## src/kgp_map.vh

```
`ifndef KGP_MAP_VH
`define KGP_MAP_VH
// register indices; byte address is four times the index
`define KGP_IDX_C_PULLUP   8'h0b
`define KGP_IDX_D_DIR      8'h11
`define KGP_IDX_D_DATA     8'h12
`define KGP_IDX_D_PULLUP   8'h13
`define KGP_IDX_E_DIR      8'h14
`define KGP_IDX_E_DATA     8'h15
`define KGP_IDX_E_PULLUP   8'h16
`define KGP_IDX_F_DIR      8'h17
`define KGP_IDX_F_DATA     8'h18
`define KGP_IDX_F_PULLUP   8'h19
// control register for the port c interrupt polarity option
`define KGP_IDX_C_OPTION   8'h20
`define KGP_OPT_AIPC_BIT   0
`define KGP_OPT_IPPC_BIT   1
// reset values
`define KGP_RST_4          4'h0
`define KGP_RST_8          8'h00
`endif

```

## src/kgp_ports.v

```verilog
// Contract
// [RULE1] direction bit 1 output, 0 input
// [RULE2] direction registers are write-only
// [RULE3] data read: output latch or pad level
// [RULE4] pull-up on when disable bit 0, input
// [RULE5] pull-ups off on output pins
// [RULE6] output data 0 drives pad low
// [RULE7] output data 1 releases pad
// [RULE8] reset clears data registers
// [RULE9] reset clears direction, pins inputs
// [RULE10] reset clears pull-up disable bits
// [RULE11] ports d, e use bits 3:0
// [RULE12] port f uses bits 7:0
// [RULE13] port c write-only 8-bit pull-up disable
// [RULE14] port d direction 7:4 read zero
// [RULE15] small package: leave e upper bits reset
// [RULE16] port c pins open-drain
// [RULE17] rising-edge option forces c pull-ups off
// [RULE18] reserved bits read 0, writes ignored
// [RULE19] pad inputs double synchronised
//
// The implementer's own choice: the Wishbone slave port.
`timescale 1ns/1ps
`include "kgp_map.vh"

module kgp_ports (
  input  wire        clk_i,
  input  wire        rst_i,
  input  wire        wb_cyc_i,
  input  wire        wb_stb_i,
  input  wire        wb_we_i,
  input  wire [9:0]  wb_adr_i,
  input  wire [3:0]  wb_sel_i,
  input  wire [31:0] wb_dat_i,
  output reg  [31:0] wb_dat_o,
  output reg         wb_ack_o,
  input  wire [7:0]  port_c_dir_i,
  input  wire [3:0]  port_d_pad_i,
  input  wire [3:0]  port_e_pad_i,
  input  wire [7:0]  port_f_pad_i,
  output reg  [3:0]  port_d_pad_o,
  output reg  [3:0]  port_d_pad_oe_o,
  output reg  [3:0]  port_e_pad_o,
  output reg  [3:0]  port_e_pad_oe_o,
  output reg  [7:0]  port_f_pad_o,
  output reg  [7:0]  port_f_pad_oe_o,
  output reg  [7:0]  port_c_pullup_en_o,
  output reg  [3:0]  port_d_pullup_en_o,
  output reg  [3:0]  port_e_pullup_en_o,
  output reg  [7:0]  port_f_pullup_en_o
);

  reg  [7:0]  port_c_pullup_off_bits;
  reg  [3:0]  port_d_data_bits;
  reg  [3:0]  port_d_direction_bits;
  reg  [3:0]  port_d_pullup_off_bits;
  reg  [3:0]  port_e_data_bits;
  reg  [3:0]  port_e_direction_bits;
  reg  [3:0]  port_e_pullup_off_bits;
  reg  [7:0]  port_f_data_bits;
  reg  [7:0]  port_f_direction_bits;
  reg  [7:0]  port_f_pullup_off_bits;
  reg  [1:0]  c_option_r;
  reg  [15:0] pad_meta_r;
  reg  [15:0] pad_sync_r;
  reg  [31:0] rd_nxt;
  wire [7:0]  idx;
  wire        wr_en;
  wire        req;
  wire [3:0]  d_lvl;
  wire [3:0]  e_lvl;
  wire [7:0]  f_lvl;
  wire        c_force_off;

  // word-aligned index; only byte lane 0 carries register data
  assign idx   = wb_adr_i[9:2];
  assign req   = wb_cyc_i & wb_stb_i & ~wb_ack_o;
  assign wr_en = req & wb_we_i & wb_sel_i[0];

  // two-flop synchroniser; first stage read only by the second
  always @(posedge clk_i) begin
    if (rst_i) begin
      pad_meta_r <= 16'h0000;
      pad_sync_r <= 16'h0000;
    end else begin
      pad_meta_r <= {port_f_pad_i, port_e_pad_i, port_d_pad_i}; // [RULE19]
      pad_sync_r <= pad_meta_r;
    end
  end

  assign d_lvl = pad_sync_r[3:0];
  assign e_lvl = pad_sync_r[7:4];
  assign f_lvl = pad_sync_r[15:8];

  // register writes land on the acknowledging edge
  always @(posedge clk_i) begin
    if (rst_i) begin
      port_c_pullup_off_bits <= `KGP_RST_8; // [RULE10]
      port_d_data_bits       <= `KGP_RST_4; // [RULE8]
      port_d_direction_bits  <= `KGP_RST_4; // [RULE9]
      port_d_pullup_off_bits <= `KGP_RST_4;
      port_e_data_bits       <= `KGP_RST_4;
      port_e_direction_bits  <= `KGP_RST_4;
      port_e_pullup_off_bits <= `KGP_RST_4;
      port_f_data_bits       <= `KGP_RST_8;
      port_f_direction_bits  <= `KGP_RST_8;
      port_f_pullup_off_bits <= `KGP_RST_8;
      c_option_r             <= 2'h0;
    end else if (wr_en) begin
      // upper bits of narrow ports are dropped on write
      case (idx)
        `KGP_IDX_C_PULLUP: port_c_pullup_off_bits <= wb_dat_i[7:0]; // [RULE13]
        `KGP_IDX_D_DIR:    port_d_direction_bits  <= wb_dat_i[3:0]; // [RULE11]
        `KGP_IDX_D_DATA:   port_d_data_bits       <= wb_dat_i[3:0]; // [RULE18]
        `KGP_IDX_D_PULLUP: port_d_pullup_off_bits <= wb_dat_i[3:0];
        `KGP_IDX_E_DIR:    port_e_direction_bits  <= wb_dat_i[3:0];
        `KGP_IDX_E_DATA:   port_e_data_bits       <= wb_dat_i[3:0];
        `KGP_IDX_E_PULLUP: port_e_pullup_off_bits <= wb_dat_i[3:0];
        `KGP_IDX_F_DIR:    port_f_direction_bits  <= wb_dat_i[7:0]; // [RULE12]
        `KGP_IDX_F_DATA:   port_f_data_bits       <= wb_dat_i[7:0];
        `KGP_IDX_F_PULLUP: port_f_pullup_off_bits <= wb_dat_i[7:0];
        `KGP_IDX_C_OPTION: c_option_r             <= wb_dat_i[1:0];
        default: ;
      endcase
    end
  end

  // read mux; write-only registers and unmapped words read zero
  always @* begin
    rd_nxt = 32'h0000_0000; // [RULE2]
    case (idx)
      // d direction upper nibble belongs to reset logic, zero here
      `KGP_IDX_D_DIR:    rd_nxt = 32'h0000_0000; // [RULE14]
      `KGP_IDX_D_DATA:
        rd_nxt[3:0] = (port_d_direction_bits & port_d_data_bits) |
                      (~port_d_direction_bits & d_lvl); // [RULE3]
      `KGP_IDX_E_DATA:
        rd_nxt[3:0] = (port_e_direction_bits & port_e_data_bits) |
                      (~port_e_direction_bits & e_lvl);
      `KGP_IDX_F_DATA:
        rd_nxt[7:0] = (port_f_direction_bits & port_f_data_bits) |
                      (~port_f_direction_bits & f_lvl);
      `KGP_IDX_C_OPTION: rd_nxt[1:0] = c_option_r;
      default:           rd_nxt = 32'h0000_0000;
    endcase
  end

  // single-wait-state slave: ack one cycle after the request, then drop
  always @(posedge clk_i) begin
    if (rst_i) begin
      wb_ack_o <= 1'b0;
      wb_dat_o <= 32'h0000_0000;
    end else begin
      wb_ack_o <= req;
      wb_dat_o <= req ? rd_nxt : 32'h0000_0000;
    end
  end

  assign c_force_off = c_option_r[`KGP_OPT_AIPC_BIT] & c_option_r[`KGP_OPT_IPPC_BIT];

  // open-drain pads: out value is always 0, enable sinks the pad
  always @(posedge clk_i) begin
    if (rst_i) begin
      port_d_pad_o       <= 4'h0;
      port_d_pad_oe_o    <= 4'h0;
      port_e_pad_o       <= 4'h0;
      port_e_pad_oe_o    <= 4'h0;
      port_f_pad_o       <= 8'h00;
      port_f_pad_oe_o    <= 8'h00;
      port_c_pullup_en_o <= 8'hff;
      port_d_pullup_en_o <= 4'hf;
      port_e_pullup_en_o <= 4'hf;
      port_f_pullup_en_o <= 8'hff;
    end else begin
      port_d_pad_o       <= 4'h0;
      port_e_pad_o       <= 4'h0;
      port_f_pad_o       <= 8'h00;
      port_d_pad_oe_o    <= port_d_direction_bits & ~port_d_data_bits; // [RULE1] [RULE6] [RULE7]
      port_e_pad_oe_o    <= port_e_direction_bits & ~port_e_data_bits;
      port_f_pad_oe_o    <= port_f_direction_bits & ~port_f_data_bits;
      // port c direction lives elsewhere and arrives as a level
      port_c_pullup_en_o <= ~port_c_pullup_off_bits & ~port_c_dir_i &
                            {8{~c_force_off}}; // [RULE16] [RULE17]
      port_d_pullup_en_o <= ~port_d_pullup_off_bits & ~port_d_direction_bits; // [RULE4] [RULE5]
      port_e_pullup_en_o <= ~port_e_pullup_off_bits & ~port_e_direction_bits;
      port_f_pullup_en_o <= ~port_f_pullup_off_bits & ~port_f_direction_bits;
    end
  end

endmodule // kgp_ports

```

## config.mk

```make
export PLATFORM = sky130hd
export DESIGN_NAME = kgp_ports
export DESIGN_NICKNAME = d
export VERILOG_FILES = /design/src/kgp_ports.v
export VERILOG_INCLUDE_DIRS = /design/src /design/src/src
export SDC_FILE = /design/constraint.sdc
export NUM_CORES = 1
export LEC_CHECK = 0
export BUFFER_PORTS_ARGS = -buffer_cell sky130_fd_sc_hd__buf_4
export CORE_AREA = 3 3 140 108
export CTS_CLUSTER_SIZE = 24
export DETAILED_ROUTE_END_ITERATION = 7
export DIE_AREA = 0 0 143 111
export SLEW_MARGIN = 25
export SYNTH_ARGS = -nofsm -noshare
export SYNTH_HDL_FRONTEND = slang
export SYNTH_SLANG_ARGS = --single-unit
```

## constraint.sdc

```tcl
create_clock -name clk_i -period 1.8 [get_ports clk_i]
set_clock_uncertainty 0.1 [all_clocks]
set_input_delay 0.09 -clock clk_i [delete_from_list [all_inputs] [get_ports clk_i]]
set_output_delay 0.09 -clock clk_i [all_outputs]
set_load 0.1 [all_outputs]
```

After elaboration in Yosys (flattened, before gate mapping)
Index checks and enable logic that the tools add are counted.
{ "word_totals": {"register_bits": 163, "output_inout_bits": 89, "wordCells": 87} }
{ "classes": {"mux": 2, "n_reduce_logical": 13, "bitwise": 37, "eq_ne": 11} }
{ "op_table": {"columns": ["operator", "count"], "rows": [
  ["8-bit by 5-bit == test with 1-bit output (second input constant)", 9],
  ["8-bit AND", 6],
  ["8-bit NOT", 5],
  ["4-bit AND", 8],
  ["4-bit NOT", 6],
  ["2-bit AND reduction", 11],
  ["8-bit by 4-bit == test with 1-bit output (second input constant)", 1],
  ["8-bit by 6-bit == test with 1-bit output (second input constant)", 1],
  ["4-bit bitwise OR", 2],
  ["8-bit bitwise OR", 1],
  ["2-bit case mux with 4 select lines", 1],
  ["2-bit case mux with 3 select lines", 1],
  ["1-bit AND", 5],
  ["1-bit NOT", 4],
  ["3-bit OR reduction", 1],
  ["2-bit OR reduction", 1]
]} }

Longest topological paths before layout
{ "logic_depth": {"depth_word": 5, "mapped_depth": 6, "depth_no_buf": 5} }

Least setup slack after synthesis
OpenSTA, ideal clock, no wires.
{ "synth_timing": {"kind": "register to register", "startpoint": "reg wb_ack_o", "endpoint": "reg port_f_direction_bits[5]", "arrival_time_ns": 1.925, "path_stages_with_launch": 7, "setup_time_ns": 0.072, "required_ns": 1.628, "path_slack_ns": -0.296, "cell_sequence": "dfxtp_1 and3b_1 buf_2 nand2_1 or3_1 buf_2 mux2i_1"} }
{ "synth_between": {"elab_chain_len": 5} }
{ "synth_lines": {"columns": ["item", "line_no", "source"], "rows": [
  ["start: declaration", "kgp_ports.v:36", "output reg wb_ack_o,"],
  ["start signal: assignment", "kgp_ports.v:154", "wb_ack_o <= req;"],
  ["1-bit NOT", "kgp_ports.v:77", "assign req = wb_cyc_i & wb_stb_i & ~wb_ack_o;"],
  ["1-bit AND", "kgp_ports.v:77", null],
  ["1-bit AND (2 in series)", "kgp_ports.v:78", "assign wr_en = req & wb_we_i & wb_sel_i[0];"],
  ["2-bit AND reduction (no source line)", null, null],
  ["end signal: assignment", "kgp_ports.v:106", "port_f_direction_bits <= `KGP_RST_8;"],
  ["end signal: assignment", "kgp_ports.v:119", "`KGP_IDX_F_DIR: port_f_direction_bits <= wb_dat_i[7:0];"],
  ["end: declaration", "kgp_ports.v:61", "reg [7:0] port_f_direction_bits;"]
]} }
Every way passes these cells.
A chain may end at the register's enable or synchronous reset.

Final worst setup path
{ "layout_timing": {"startpoint": "in wb_adr_i[7]", "endpoint": "reg port_f_direction_bits[7]"} }
{ "layout_between": {"elab_chain_len": 2} }
{ "layout_lines": {"columns": ["item", "line_no", "source"], "rows": [
  ["start: declaration", "kgp_ports.v:32", "input wire [9:0] wb_adr_i,"],
  ["8-bit by 5-bit == test with 1-bit output", "kgp_ports.v:111", "case (idx)"],
  ["2-bit AND reduction (no source line)", null, null]
]} }
Every way passes these cells.

==> flow_summary.ini <==
[cts]
post_cts_buffers = 0
clockBufferDepth = 2
numCtsBuffers = 17
clkTransAtPathRegs_ns = 0.06
clock_sinks = 139
root_buffer = clkbuf_16
h-tree-depth = 4
clk_latency_ns = 0.41
cts_tree = yes

[detailed_routing]
first_iter_violations = 112
top_layer_used = met4
via_per_inst = 4.470
drc = 0
drtPass1Iterations = 4
routed_wl_mm = 11.36
met2_length_mm = 5.194
avgRoutedWirePerCell_microns = 14.08
drtAntennaViolNets = 0
vias = 3607
wl_met3_microns = 590
m1WireLength_mm = 5.465

[timing]
hold_violations = 0
finalSetupViolations = 0
fin_crit_ns = 1.643
setup_ws_ns = 0.1566
fin_crit_sh_pct = 91.30
rsz0062_at_grt = false
maxSlewViolCount = 0
max_freq_mhz = 608.5
setup-tns-final_ns = 0

[finish]
mostFrequentLayoutCells = 138 x dfxtp_1, 108 x buf_4, 60 x mux2i_1
fin_cells = 807
mostFrequentLayoutCell = dfxtp_1
final_nets = 696
antennaDiodeCount = 0
fill_cells = 1231
syn2layout_area_growth_pct = 32.81
drive_above_1_share_pct = 24.53
final_area_sq_um = 6903

[pwr]
pwr-share-clk_pct = 45.1
combPwrFrac_pct = 11.1
powerDensity_nw_per_um2 = 1037
switching_power_mw = 1.877
irDropWorstVdd_v = 0.0006835
p_seq_share_pct = 43.7
power.internal_mw = 5.282
p_leak_nw = 3.127
swShare_pct = 26.22

[synth]
yosysWarnings = 0
syn_inst = 480
synth_edf_count = 0
synth_area_sq_um = 5197
synth_cell_types = 44
avgSynthCellArea_sq_um = 10.83
ys_seq_elements = 139
yosysSeqAreaShare_pct = 53.54
synth_ff_type = dfxtp_1
synthArstFlopShare_pct = 0

[floorplanning]
die-area_sq_um = 15870
initial_core_util_pct = 37.80
dieHeight_microns = 111
ios = 164
core_area_sq_um = 13750
fp-row-count = 37
die_x_microns = 143

[worst_setup_path]
required_ns = 1.99
startpoint_type = input port
cp_data_arrival_time_ns = 1.83
critPathKind = input port to flop
worstPathMaxFanout = 8
cp-end-kind = flop

[global_route]
grt_overflow = 0
antenna_found_initial = 0
grt_pass1_vias = 3571
grt_usage_pct = 14.61
grt_pass1_wl_mm = 18.16
grt_max_degree = 49

[job]
maxCapViolations = 0

[outcome]
outcome = finished, final reports clean

[placement]
place_area_sq_um = 5991
pre_cts_ws_ns = 0.2054
hpwl_mm = 7.893
port_buffers = 94
dpl.cell_count = 741
place.gp.congestion = 0.7681

[worst_hold_path]
worstHoldPathType = input port to flop
-- critical path, cell delays in order --
cell and delay [ns]:
dlygate4sd3_1 0.54, buf_4 0.16, and2b_1 0.24, nand3_4 0.12
or3_1 0.52, mux2i_1 0.16
-- layer usage --
metal	global-route usage, %	up-vias
li1	-	1842
met1	19.50	1673
met2	22.47	80
met3	4.959	12
met4	4.180	0
met5	0	-
-- path summary, 6_finish.rpt --
| check | from | endpoint | slack [ns] | depth (start not counted) |
|---|---|---|---|---|
| setup / recovery | wb_adr_i[7] | port_f_direction_bits[7] | 0.16 | 6 |
| hold / removal | wb_adr_i[9] | wb_dat_o[1] | 0.04 | 4 |
| setup reg to reg | wb_ack_o | port_f_direction_bits[7] | 0.21 | 4 |
| hold reg to reg | pad_meta_r[12] | pad_sync_r[12] | 0.33 | 1 |
-- through the flow --
step / hold slack, ns / util (%) / power [mW]
after global placement: 0.2040 / 43.57 / 3.928
after CTS: 0.001063 / 50.20 / 7.239
after floorplan: 0.1182 / - / 3.843
after global routing: 0.01701 / 50.20 / 7.413
final: 0.03672 / 50.20 / 7.159
after detailed placement: 0.2046 / 43.57 / 3.931
-- Yosys cell counts (3+ instances only) --
cell,number,area (sq um)
o21bai_1,16,120.1
clkbuf_1,15,56.30
mux2i_1,60,600.6
buf_2,5,25.02
or3_1,3,18.77
nand4_1,6,37.54
mux2_2,6,67.56
nand2b_1,30,187.7
nor3b_1,11,82.58
a21o_1,8,60.06
o21ai_0,8,40.04
a31oi_1,3,18.77
nand3b_1,8,60.06
nand2_1,5,18.77
nor2b_1,32,200.2
dfxtp_1,139,2783
nor2_1,50,187.7
nand3_1,3,15.01
buf_4,40,300.3
-- power by group through the flow --
stage                     registers [mW]  clock network, mW  logic, mW
after floorplan                     3.27                  0      0.571
after global placement              3.20                  0      0.730
after detailed placement            3.20                  0      0.734
after CTS                           3.13               3.31      0.797
after global routing                3.13               3.45      0.833
final                               3.13               3.23      0.797
-- logic make-up after synthesis --
kind of cell / count (synthesis) / share of synthesized area [%]
compound gates: 40 / 5.393
other cells: 1 / 0.07215
flops: 139 / 53.54
simple gates: 171 / 20.56
mux: 66 / 12.86
buf+inv: 63 / 7.583
-- cell type report --
class	count	area, sq um	area share [%]
inverter	2	7.507	0.1088
timing repair buffer	144	1171	16.97
multi-input combinational	317	2167	31.39
sequential	139	2786	40.37
clock inverter	10	95.09	1.378
tap	175	219.0	3.172
clock buffer	20	456.7	6.616
-- registers in the layout, indices dropped and copies added (netlist names), 8 cells and up --
signal	cells
wb_dat_o	8
port_f_data_bits	8
port_c_pullup_off_bits	8
port_c_pullup_en_o	8
port_f_pullup_en_o	8
pad_meta_r	16
port_f_direction_bits	8
port_f_pullup_off_bits	8
pad_sync_r	16
port_f_pad_oe_o	8
-- timing repair --
action	4_1_cts	5_1_grt
hold buffers	36	0
hold endpoints to repair	68	0
gates resized for setup	0	0
No activity file was read; power rests on OpenSTA's default activity.
